==> src/pmal_pkg.sv <==
// constants and types of the motion-alarm line block
package pmal_pkg;
  localparam int MCLK_MHZ = 100;
  localparam int TICK_US = 10;
  localparam int ACK_US = 160;
  localparam int SER_SMP_US = 40;
  localparam int SLT_US = 650;
  localparam int BIT_US = 20;
  localparam int BLIND_STEP_MS = 500;
  localparam int WIN_STEP_MS = 2000;
  localparam int CFG_W = 25;
  localparam int SMP_W = 14;
  localparam int FRAME_W = 40;
  localparam logic [13:0] RANGE_LO = 14'h01ff;
  localparam logic [13:0] RANGE_HI = 14'h3e01;
  localparam logic [1:0] MODE_POLL = 2'h0;
  localparam logic [1:0] MODE_IRQ_RD = 2'h1;
  localparam logic [1:0] MODE_WAKE = 2'h2;
  localparam logic [1:0] SRC_BP = 2'h0;
  localparam logic [1:0] SRC_LP = 2'h1;
  localparam logic [1:0] SRC_TEMP = 2'h3;
  // register byte offsets
  localparam logic [3:0] OFS_STATUS = 4'h0;
  localparam logic [3:0] OFS_MASK = 4'h4;
  localparam logic [3:0] OFS_CONFIG = 4'h8;
  localparam logic [3:0] OFS_SAMPLE = 4'hc;
  localparam int EV_W = 4;
  localparam int EV_RAISE = 0;
  localparam int EV_CLEAR = 1;
  localparam int EV_CFG = 2;
  localparam int EV_RANGE = 3;
  typedef struct packed {
    logic [7:0] threshold;
    logic [3:0] blind;
    logic [1:0] pulses;
    logic [1:0] window;
    logic [1:0] mode;
    logic [1:0] source;
    logic [1:0] rsvd_hi;
    logic hpf_sel;
    logic rsvd_lo;
    logic count_mode;
  } pmal_cfg_t;
  typedef enum logic [3:0] {
    ST_IDLE = 4'b0001,
    ST_ALARM = 4'b0010,
    ST_BLIND = 4'b0100,
    ST_OFF = 4'b1000
  } pmal_state_t;
endpackage

==> src/pmal_top.sv <==
// motion-alarm and readout logic with register slave
//
// The register offsets and the Avalon-MM interface to the registers are this design's own decisions.
`timescale 1ns/1ps
`default_nettype none
module pmal_top #(
  parameter int P_TICK_CYC = pmal_pkg::MCLK_MHZ * pmal_pkg::TICK_US,
  parameter int P_BLIND_STEP = pmal_pkg::BLIND_STEP_MS * 1000
    / pmal_pkg::TICK_US,
  parameter int P_WIN_STEP = pmal_pkg::WIN_STEP_MS * 1000
    / pmal_pkg::TICK_US
)(
  input wire logic i_mclk,
  input wire logic i_rst,
  input wire logic i_config_serial_input,
  input wire logic i_link_i,
  output logic o_link_o,
  output logic o_link_oe,
  input wire logic i_band_pass_valid,
  input wire logic [13:0] i_band_pass_samples,
  input wire logic [13:0] i_low_pass_samples,
  input wire logic [13:0] i_temp_samples,
  input wire logic [3:0] i_avs_address,
  input wire logic i_avs_read,
  input wire logic i_avs_write,
  input wire logic [3:0] i_avs_byteenable,
  input wire logic [31:0] i_avs_writedata,
  output logic [31:0] o_avs_readdata,
  output logic o_avs_waitrequest,
  output logic o_irq
);
  // ticks are whole, least times rounded up
  localparam logic [23:0] ACK_T =
    24'((pmal_pkg::ACK_US + pmal_pkg::TICK_US - 1) / pmal_pkg::TICK_US);
  localparam logic [23:0] SMP_T = 24'(pmal_pkg::SER_SMP_US
    / pmal_pkg::TICK_US);
  localparam logic [23:0] SLT_T =
    24'((pmal_pkg::SLT_US + pmal_pkg::TICK_US - 1) / pmal_pkg::TICK_US);
  localparam logic [23:0] BIT_T = 24'(pmal_pkg::BIT_US / pmal_pkg::TICK_US);
  localparam logic [15:0] TICK_LAST = 16'(P_TICK_CYC - 1);

  function automatic logic is_wake(input pmal_pkg::pmal_cfg_t c);
    is_wake = (c.mode == pmal_pkg::MODE_WAKE);
  endfunction
  function automatic logic is_rd(input pmal_pkg::pmal_cfg_t c);
    is_rd = (c.mode == pmal_pkg::MODE_POLL) ||
      (c.mode == pmal_pkg::MODE_IRQ_RD);
  endfunction

  // ****************************************
  // tick divider
  // ****************************************
  logic [15:0] div_r;
  logic tick;
  assign tick = (div_r == TICK_LAST);
  always_ff @(posedge i_mclk)
  begin
    if (i_rst || tick)
      div_r <= 16'h0000;
    else
      div_r <= div_r + 16'h0001;
  end

  // ****************************************
  // serial configuration input
  // ****************************************
  pmal_pkg::pmal_cfg_t cfg_r;
  logic cfg_ok_r;
  logic [24:0] ser_sh_r;
  logic [4:0] ser_n_r;
  logic [23:0] ser_hold_r;
  logic [23:0] ser_low_r;
  logic ser_q_r;
  logic ser_busy_r;
  logic cfg_latch;
  assign cfg_latch = tick && !i_config_serial_input &&
    (ser_low_r == SLT_T) && (ser_n_r == 5'(pmal_pkg::CFG_W));
  always_ff @(posedge i_mclk)
  begin
    if (i_rst)
    begin
      ser_q_r <= 1'b0;
      ser_busy_r <= 1'b0;
      ser_hold_r <= 24'h000000;
      ser_low_r <= 24'h000000;
      ser_sh_r <= 25'h0000000;
      ser_n_r <= 5'h00;
    end
    else
    begin
      ser_q_r <= i_config_serial_input;
      if (i_config_serial_input && !ser_q_r)
      begin
        ser_busy_r <= 1'b1;
        ser_hold_r <= 24'h000000;
      end
      else if (ser_busy_r && tick)
      begin
        ser_hold_r <= ser_hold_r + 24'h000001;
        if (ser_hold_r == SMP_T)
        begin
          ser_busy_r <= 1'b0;
          ser_sh_r <= {ser_sh_r[23:0], i_config_serial_input};
          if (ser_n_r != 5'(pmal_pkg::CFG_W))
            ser_n_r <= ser_n_r + 5'h01;
        end
      end
      if (i_config_serial_input)
        ser_low_r <= 24'h000000;
      else if (tick && ser_low_r <= SLT_T)
      begin
        ser_low_r <= ser_low_r + 24'h000001;
        if (ser_low_r == SLT_T)
          ser_n_r <= 5'h00;
      end
    end
  end

  always_ff @(posedge i_mclk)
  begin
    if (i_rst)
    begin
      cfg_r <= '0;
      cfg_ok_r <= 1'b0;
    end
    else if (cfg_latch)
    begin
      cfg_r <= pmal_pkg::pmal_cfg_t'(ser_sh_r);
      cfg_ok_r <= 1'b1;
    end
  end

  // ****************************************
  // pulse counting on band-pass samples
  // ****************************************
  pmal_pkg::pmal_state_t st_r;
  logic [13:0] bp_mag;
  logic above;
  logic above_r;
  logic last_sgn_r;
  logic have_sgn_r;
  logic [2:0] pcnt_r;
  logic [23:0] win_r;
  logic pulse;
  logic hit;
  logic arm;
  assign arm = cfg_ok_r && is_wake(cfg_r) && (st_r == pmal_pkg::ST_IDLE);
  assign bp_mag = i_band_pass_samples[13] ? -i_band_pass_samples
    : i_band_pass_samples;
  assign above = bp_mag > {6'h00, cfg_r.threshold};
  assign pulse = arm && i_band_pass_valid && above && !above_r &&
    (cfg_r.count_mode || !have_sgn_r ||
    (last_sgn_r != i_band_pass_samples[13]));
  assign hit = pcnt_r >= ({1'b0, cfg_r.pulses} + 3'h1);
  always_ff @(posedge i_mclk)
  begin
    if (i_rst || !arm || hit)
    begin
      above_r <= 1'b0;
      have_sgn_r <= 1'b0;
      last_sgn_r <= 1'b0;
      pcnt_r <= 3'h0;
      win_r <= 24'h000000;
    end
    else
    begin
      if (i_band_pass_valid)
        above_r <= above;
      if (pulse)
      begin
        pcnt_r <= pcnt_r + 3'h1;
        last_sgn_r <= i_band_pass_samples[13];
        have_sgn_r <= 1'b1;
      end
      else if (pcnt_r != 3'h0 && tick)
      begin
        win_r <= win_r + 24'h000001;
        if (win_r == 24'((int'(cfg_r.window) + 1) * P_WIN_STEP))
        begin
          pcnt_r <= 3'h0;
          win_r <= 24'h000000;
        end
      end
    end
  end

  // ****************************************
  // alarm line sequencer
  // ****************************************
  logic [23:0] tmr_r;
  logic [23:0] blind_len;
  assign blind_len = 24'((int'(cfg_r.blind) + 1) * P_BLIND_STEP);
  always_ff @(posedge i_mclk)
  begin
    if (i_rst)
    begin
      st_r <= pmal_pkg::ST_OFF;
      tmr_r <= 24'h000000;
    end
    else if (!cfg_ok_r || !is_wake(cfg_r))
      st_r <= pmal_pkg::ST_OFF;
    else
    begin
      case (st_r)
        pmal_pkg::ST_OFF:
          st_r <= pmal_pkg::ST_IDLE;
        pmal_pkg::ST_IDLE:
        begin
          tmr_r <= 24'h000000;
          if (hit)
            st_r <= pmal_pkg::ST_ALARM;
        end
        pmal_pkg::ST_ALARM:
        begin
          if (i_link_i)
            tmr_r <= 24'h000000;
          else if (tick)
          begin
            tmr_r <= tmr_r + 24'h000001;
            if (tmr_r + 24'h000001 >= ACK_T)
              st_r <= pmal_pkg::ST_BLIND;
          end
        end
        pmal_pkg::ST_BLIND:
        begin
          if (tick)
            tmr_r <= tmr_r + 24'h000001;
          if (tmr_r >= blind_len)
            st_r <= pmal_pkg::ST_IDLE;
        end
        default:
          st_r <= pmal_pkg::ST_OFF;
      endcase
    end
  end

  // ****************************************
  // readout stream and range flag
  // ****************************************
  logic [13:0] smp_sel;
  logic range_ok_r;
  logic link_q_r;
  logic bit_drv_r;
  logic bit_val_r;
  logic [23:0] bit_t_r;
  logic [5:0] idx_r;
  logic [39:0] sh_r;
  logic [39:0] frame;
  logic lp_out;
  logic rd_rise;
  always_comb
  begin
    case (cfg_r.source)
      pmal_pkg::SRC_LP: smp_sel = i_low_pass_samples;
      pmal_pkg::SRC_TEMP: smp_sel = i_temp_samples;
      default: smp_sel = i_band_pass_samples;
    endcase
  end
  assign frame = {range_ok_r, smp_sel, cfg_r};
  assign lp_out = (i_low_pass_samples < pmal_pkg::RANGE_LO) ||
    (i_low_pass_samples > pmal_pkg::RANGE_HI);
  assign rd_rise = cfg_ok_r && is_rd(cfg_r) && i_link_i && !link_q_r &&
    !bit_drv_r;
  always_ff @(posedge i_mclk)
  begin
    if (i_rst)
      range_ok_r <= 1'b1;
    else if (lp_out)
      range_ok_r <= 1'b0;
    else if (rd_rise && idx_r == 6'(pmal_pkg::FRAME_W - 1))
      range_ok_r <= 1'b1;
  end
  always_ff @(posedge i_mclk)
  begin
    if (i_rst || !is_rd(cfg_r))
    begin
      link_q_r <= 1'b0;
      bit_drv_r <= 1'b0;
      bit_val_r <= 1'b0;
      bit_t_r <= 24'h000000;
      idx_r <= 6'h00;
      sh_r <= 40'h0000000000;
    end
    else
    begin
      link_q_r <= i_link_i;
      if (rd_rise)
      begin
        bit_drv_r <= 1'b1;
        bit_t_r <= 24'h000000;
        if (idx_r == 6'h00)
        begin
          bit_val_r <= frame[39];
          sh_r <= {frame[38:0], 1'b0};
        end
        else
        begin
          bit_val_r <= sh_r[39];
          sh_r <= {sh_r[38:0], 1'b0};
        end
        if (idx_r == 6'(pmal_pkg::FRAME_W - 1))
          idx_r <= 6'h00;
        else
          idx_r <= idx_r + 6'h01;
      end
      else if (bit_drv_r && tick)
      begin
        bit_t_r <= bit_t_r + 24'h000001;
        if (bit_t_r + 24'h000001 >= BIT_T)
          bit_drv_r <= 1'b0;
      end
    end
  end

  // line drive: alarm level in wake mode, bit drive in readout
  assign o_link_o = is_wake(cfg_r) ? (st_r == pmal_pkg::ST_ALARM)
    : bit_val_r;
  assign o_link_oe = (cfg_ok_r && is_wake(cfg_r) &&
    st_r != pmal_pkg::ST_OFF) || bit_drv_r;

  // ****************************************
  // register slave and interrupt
  // ****************************************
  logic ack_r;
  logic [3:0] stat_r;
  logic [3:0] mask_r;
  logic [3:0] ev;
  logic req;
  logic stat_rd;
  logic st_alarm_q_r;
  logic range_q_r;
  assign req = i_avs_read || i_avs_write;
  assign o_avs_waitrequest = req && !ack_r;
  assign stat_rd = ack_r && i_avs_read && i_avs_address == pmal_pkg::OFS_STATUS;
  always_ff @(posedge i_mclk)
  begin
    if (i_rst)
    begin
      st_alarm_q_r <= 1'b0;
      range_q_r <= 1'b1;
    end
    else
    begin
      st_alarm_q_r <= (st_r == pmal_pkg::ST_ALARM);
      range_q_r <= range_ok_r;
    end
  end
  assign ev[pmal_pkg::EV_RAISE] = (st_r == pmal_pkg::ST_ALARM) &&
    !st_alarm_q_r;
  assign ev[pmal_pkg::EV_CLEAR] = (st_r == pmal_pkg::ST_BLIND) &&
    st_alarm_q_r;
  assign ev[pmal_pkg::EV_CFG] = cfg_latch;
  assign ev[pmal_pkg::EV_RANGE] = range_q_r && !range_ok_r;
  always_ff @(posedge i_mclk)
  begin
    if (i_rst)
      stat_r <= 4'h0;
    else if (stat_rd)
      stat_r <= ev; // set wins over read clear
    else
      stat_r <= stat_r | ev;
  end
  always_ff @(posedge i_mclk)
  begin
    if (i_rst)
      mask_r <= 4'h0;
    else if (ack_r && i_avs_write && i_avs_byteenable[0] &&
      i_avs_address == pmal_pkg::OFS_MASK)
      mask_r <= i_avs_writedata[3:0];
  end
  always_ff @(posedge i_mclk)
  begin
    if (i_rst)
    begin
      ack_r <= 1'b0;
      o_avs_readdata <= 32'h00000000;
    end
    else
    begin
      ack_r <= req && !ack_r;
      if (i_avs_read && !ack_r)
      begin
        case (i_avs_address)
          pmal_pkg::OFS_STATUS: o_avs_readdata <= {28'h0000000, stat_r};
          pmal_pkg::OFS_MASK: o_avs_readdata <= {28'h0000000, mask_r};
          pmal_pkg::OFS_CONFIG: o_avs_readdata <= {6'h00, cfg_ok_r, cfg_r};
          pmal_pkg::OFS_SAMPLE: o_avs_readdata <= {17'h00000, range_ok_r,
            smp_sel};
          default: o_avs_readdata <= 32'h00000000;
        endcase
      end
    end
  end
  always_ff @(posedge i_mclk)
  begin
    if (i_rst)
      o_irq <= 1'b0;
    else
      o_irq <= |(stat_r & mask_r);
  end
endmodule
`default_nettype wire

==> config.mk <==
export PLATFORM = sky130hd
export DESIGN_NAME = pmal_top
export DESIGN_NICKNAME = d
export VERILOG_FILES = /design/src/pmal_pkg.sv /design/src/pmal_top.sv
export SDC_FILE = /design/constraint.sdc
export NUM_CORES = 1
export LEC_CHECK = 0
export BUFFER_PORTS_ARGS = -buffer_cell sky130_fd_sc_hd__buf_2
export CAP_MARGIN = 25
export CORE_UTILIZATION = 50
export CTS_CLUSTER_DIAMETER = 100
export DETAILED_ROUTE_END_ITERATION = 8
export HOLD_SLACK_MARGIN = 0.02
export PLACE_DENSITY = 0.68
export SETUP_SLACK_MARGIN = 0.15
export SLEW_MARGIN = 30
export SYNTH_ARGS = -nofsm -noshare
export SYNTH_HDL_FRONTEND = slang
export SYNTH_SLANG_ARGS = --single-unit
==> constraint.sdc <==
create_clock -name i_mclk -period 11.9 [get_ports i_mclk]
set_input_delay 0.595 -clock i_mclk [delete_from_list [all_inputs] [get_ports i_mclk]]
set_output_delay 0.595 -clock i_mclk [all_outputs]
set_load 0.03 [all_outputs]
Word level (Yosys, flattened, before mapping) --
Cells that the tools add are included.
Cells by class: shift operators 0, bitwise operators 5, add/sub/neg operators 13, reductions and logical operators 78, multipliers 2, div/mod/pow operators 0, muxes and demuxes 36, equality and inequality tests 25, order comparisons 8
Operators with widths (count):
- $add 24x1->24 const B | 5
- $pmux 26 s4 | 1
- $mux 24 | 3
- $pmux 24 s3 | 1
- $mux 40 | 1
- $mux 5 | 7
- $logic_and 1x1->1 | 30
- $pmux 14 s2 | 1
- $eq 24x21->1 | 1
- $eq 24x3->1 const B | 1
- $eq 24x7->1 const B | 1
- $ge 24x2->1 const B | 1
- $ge 24x21->1 | 1
- $ge 24x5->1 const B | 1
- $le 24x7->1 const B | 1
- $mux 4 | 6
- $mul 5x12->17 const B | 1
- $add 16x1->16 const B | 1
- $eq 16x10->1 const B | 1
- $pmux 4 s4 | 1
- $mul 3x12->15 const B | 1
- $gt 14x14->1 const B | 1
- $gt 14x8->1 | 1
- $lt 14x9->1 const B | 1
- 38 further kinds | 97
Storage, ports and cells: register bits 298, memories 0, output and inout port bits 36, memory bits (writable) 0, input bits 89, bits in latches 0, ROM bits 0, logic and storage cells 206

Depth between registers and ports, before layout --
depth after elaboration 9, mapped depth 23, depth with buffers taken out 23

Least setup slack after synthesis --
Ideal clock, no wire load.
path type register -> register, from register cfg_r[13] (netlist bit), to register st_r[1], period minus slack after synthesis 4.700 ns, stages on the path, launching flop included 24, buffers on the path 0, data required time 11.830 ns, arrival time 4.630 ns, slack 7.200 ns, library setup time 0.070 ns, cells stage by stage dfxtp_1 -> ha_1 -> xor2_1 -> ha_1 -> xnor2_1 -> ha_1 -> ha_1 -> ha_1 -> and3b_1 -> o21a_1 -> o21ai_0 -> a21oi_1 -> nor4b_1 -> nor3b_1 -> o21ai_0 -> xor2_1 -> ha_1 -> and3_1 -> nand3_1 -> a211oi_1 -> or3_1 -> nand2_1 -> a2bb2oi_1 -> a21oi_1
On the way: cells in the longest elaborated chain, start to end 5
Ends and longest elaborated chain:
- start: declaration | line pmal_top.sv:67 | pmal_pkg::pmal_cfg_t cfg_r;
- start signal: assignment | line pmal_top.sv:128 | cfg_r <= pmal_pkg::pmal_cfg_t'(ser_sh_r);
- $add 4x1->5 | line pmal_top.sv:192 | assign blind_len = 24'((int'(cfg_r.blind) + 1) * P_BLIND_STEP);
- $mul 5x12->17 | line pmal_top.sv:192
- $ge 24x21->1 | line pmal_top.sv:228 | if (tmr_r >= blind_len)
- $ne 2x2->1 (no source line)
- $reduce_and 5->1 (no source line)
- end signal: assignment | line pmal_top.sv:197 | st_r <= pmal_pkg::ST_OFF;
- end signal: assignment | line pmal_top.sv:229 | st_r <= pmal_pkg::ST_IDLE;
- end signal: assignment | line pmal_top.sv:232 | st_r <= pmal_pkg::ST_OFF;
- end: declaration | line pmal_top.sv:136 | pmal_pkg::pmal_state_t st_r;
Every way passes these cells. A chain may end at the register's enable or synchronous reset.

Final worst setup path --
Same ends and word-level chain as after synthesis.

==> impl_metrics.yaml <==
status:
  status: "finished, final reports clean"
floorplanning:
  io_pins: 125
  num_rows: 63
  die_h_um: 177
  start_util: 0.514
  die_w_um: 177
  coreArea_mm2: 0.0299
  dieArea_mm2: 0.0314
clock_network:
  cts_tree: "built"
  clk_latency_ns: 0.51
  h-tree-depth: 2
  cts_made_buffers: 34
  cts.clk_slew.worst_paths_ns: 0.06
  cts.sinks: 291
  postCtsHoldBufs: 0
  root_buffer: "clkbuf_16"
  cts_resized: 0
  clock_path_buffers: 3
  postCtsSetupBuffers: 0
routing:
  vias: 13400
  drc: 0
  avgRoutedWirePerCell_um: 15.7
  drtIter0Drc: 1009
  routed_via_density: 5.65
  wirelength_mm: 37.3
  final_antenna_net_count: 0
  firstDrtPassIters: 5
sta:
  worst_pin_slew_ns: 0.962
  slew_violations: 0
  setup_tns_ns: 0
  relSlewSlack: 0.359
  setup_violations: 0
  grt_setup_unrepaired: "false"
  hold_violations: 0
  fin_crit_ns: 5.41
  skew_ns: 0.0129
  fin_crit_sh: 0.455
  fmax_ghz: 0.185
power:
  vdd_ir_drop_max_uv: 112
  p_leak_uw: 0.00622
  power_density_mw_per_mm2: 124
placed_design:
  hpwlAfterDp_mm: 26.3
  place_area_mm2: 0.0160
  io_buffers: 87
  place.gp.congestion: 0.850
finish:
  drive_gt1_frac: 0.0897
  fillers: 2712
  finalInstanceArea_mm2: 0.0171
  fin_nets: 2138
  final_common_cell: "dfxtp_1"
  syn_to_final_growth_pct: 11.7
  final_cell_mix: "dfxtp_1 (291), nand2_1 (245), nor2_1 (236)"
grt:
  track_usage: 0.239
  grt_pass1_vias: 12500
  grt_pass1_wl_mm: 61.8
  grt_max_degree: 83
  overflow: 0
  antenna_found_initial: 1
critical_path:
  worst-path-max-fanout: 7
  critPathLaunchType: "flip-flop"
  path_class: "reg2reg"
  critPathArrivalTime_ns: 5.84
  worstPathRequired_ns: 12.33
  endpoint_kind: "flip-flop"
synth:
  ys_seq_elements: 291
  synth_area_mm2: 0.0153
  ys_warn_count: 0
  async_flop_share: 0
  postSynthCellCount: 1925
  synth-main-ff-cell: "dfxtp_1"
  synth_edf_count: 0
  avgSynthCellArea_um2: 7.97
  synth_cell_types: 69
  ys_seq_area_frac: 0.380
flow_run:
  cap_viol_max_count: 0
worst_hold_path:
  hold_path.class: "in2reg"
registers in the layout, indices dropped and copies added (netlist names), 3 cells and up:
| name | count |
|---|---|
| idx_r | 6 |
| bit_t_r | 24 |
| ser_low_r | 24 |
| win_r | 24 |
| o_avs_readdata | 26 |
| mask_r | 4 |
| ser_hold_r | 24 |
| ser_n_r | 5 |
| ser_sh_r | 25 |
| pcnt_r | 3 |
| cfg_r | 25 |
| tmr_r | 24 |
| stat_r | 4 |
| div_r | 16 |
| sh_r | 39 |
| st_r | 4 |
critical path: stages, from the launching register on:
cell,delay [ns]
dfxtp_1,0.52
ha_1,0.24
xor2_1,0.41
ha_1,0.27
xnor2_1,0.12
ha_1,0.25
ha_1,0.28
ha_1,0.34
and3b_1,0.19
o21a_1,0.18
o21ai_0,0.22
a21oi_1,0.17
nor4b_1,0.34
nor3b_1,0.09
o21ai_0,0.20
xor2_1,0.22
ha_1,0.27
and3_1,0.18
nand3_1,0.10
a211oi_1,0.05
or3_1,0.40
nand2_1,0.08
a2bb2oi_1,0.06
a21oi_1,0.14
final timing paths:
| kind | start | to | slack, ns | cells after the start |
|---|---|---|---|---|
| worst min register to register | div_r[0] | div_r[0] | 0.45 | 1 |
| worst max register to register | cfg_r[13] | st_r[1] | 6.49 | 23 |
| worst max-delay path | cfg_r[13] | st_r[1] | 6.49 | 23 |
| worst min-delay path | i_band_pass_valid | above_r | 0.31 | 2 |
report_power, final:
group          internal, µW  switching (µW)
Sequential              979            3.09
Combinational          25.7            59.0
Clock                   643             414
Total                  1650             476
Yosys cell counts (4+ instances only):
| master | number | area [µm²] |
|---|---|---|
| dfxtp_1 | 291 | 5830 |
| nand2_1 | 246 | 923 |
| nor2_1 | 236 | 886 |
| a21oi_1 | 143 | 716 |
| o21ai_0 | 99 | 495 |
| clkbuf_1 | 89 | 334 |
| ha_1 | 87 | 1090 |
| nand3_1 | 80 | 400 |
| xor2_1 | 72 | 631 |
| xnor2_1 | 61 | 534 |
| inv_1 | 60 | 225 |
| nor3_1 | 43 | 215 |
| nand4_1 | 40 | 250 |
| mux2i_1 | 39 | 390 |
| or3_1 | 39 | 244 |
| a211oi_1 | 32 | 240 |
| and2_1 | 28 | 175 |
| nor4_1 | 26 | 163 |
| and3_1 | 25 | 156 |
| o211ai_1 | 25 | 188 |
| a31oi_1 | 13 | 81.3 |
| nand2b_1 | 12 | 75.1 |
| nor2b_1 | 12 | 75.1 |
| and4_1 | 11 | 96.3 |
| a22oi_1 | 9 | 67.6 |
| a21o_1 | 7 | 52.6 |
| or2_2 | 7 | 43.8 |
| buf_4 | 6 | 45.0 |
| nor4b_1 | 6 | 52.6 |
| or4_1 | 6 | 45.0 |
| o221ai_1 | 5 | 43.8 |
| buf_1 | 4 | 15.0 |
| o22ai_1 | 4 | 25.0 |
layer usage:
metal | up-vias | routed length, µm | track usage
met4 | 0 | 778 | 0.0711
met1 | 6281 | 17200 | 0.327
met5 | - | 0 | 0
met3 | 55 | 1900 | 0.0331
met2 | 297 | 17400 | 0.389
li1 | 6785 | - | -
final cells by class:
type,instances,area (µm²),area share
multi-input cells,1476,8930,0.522
flip-flops and latches,291,5830,0.340
clock buffers,47,981,0.0573
repair buffers,98,520,0.0304
well taps,390,488,0.0285
inverters,60,225,0.0131
clock inverters,12,155,0.00906
diodes,1,2.50,0.000146
per-stage QoR:
stage	setup slack (ns)	cells	hold slack [ns]	util	total power, µW
after CTS	6.46	2374	0.289	0.573	2140
final	6.49	2375	0.306	0.573	2120
after floorplan	7.20	1930	0.418	-	1060
after global routing	6.05	2375	0.307	0.573	2190
after global placement	6.62	2315	0.432	0.535	1090
after detailed placement	6.49	2315	0.437	0.535	1090
cell families (layout without fill, tap and decap cells):
group | count (synthesis) | count (layout) | share of synthesized area
buffers and inverters | 163 | 217 | 0.0421
multiplexers | 41 | 41 | 0.0269
AND/OR/NAND/NOR | 839 | 839 | 0.260
adder cells (fa/ha/maj) | 88 | 88 | 0.0723
AO/OA/AOI/OAI | 369 | 369 | 0.143
other | 1 | 7 | 0.000244
XOR/XNOR | 133 | 133 | 0.0759
flip-flops | 291 | 291 | 0.380
Note: power is estimated with default switching activity, not from simulation.
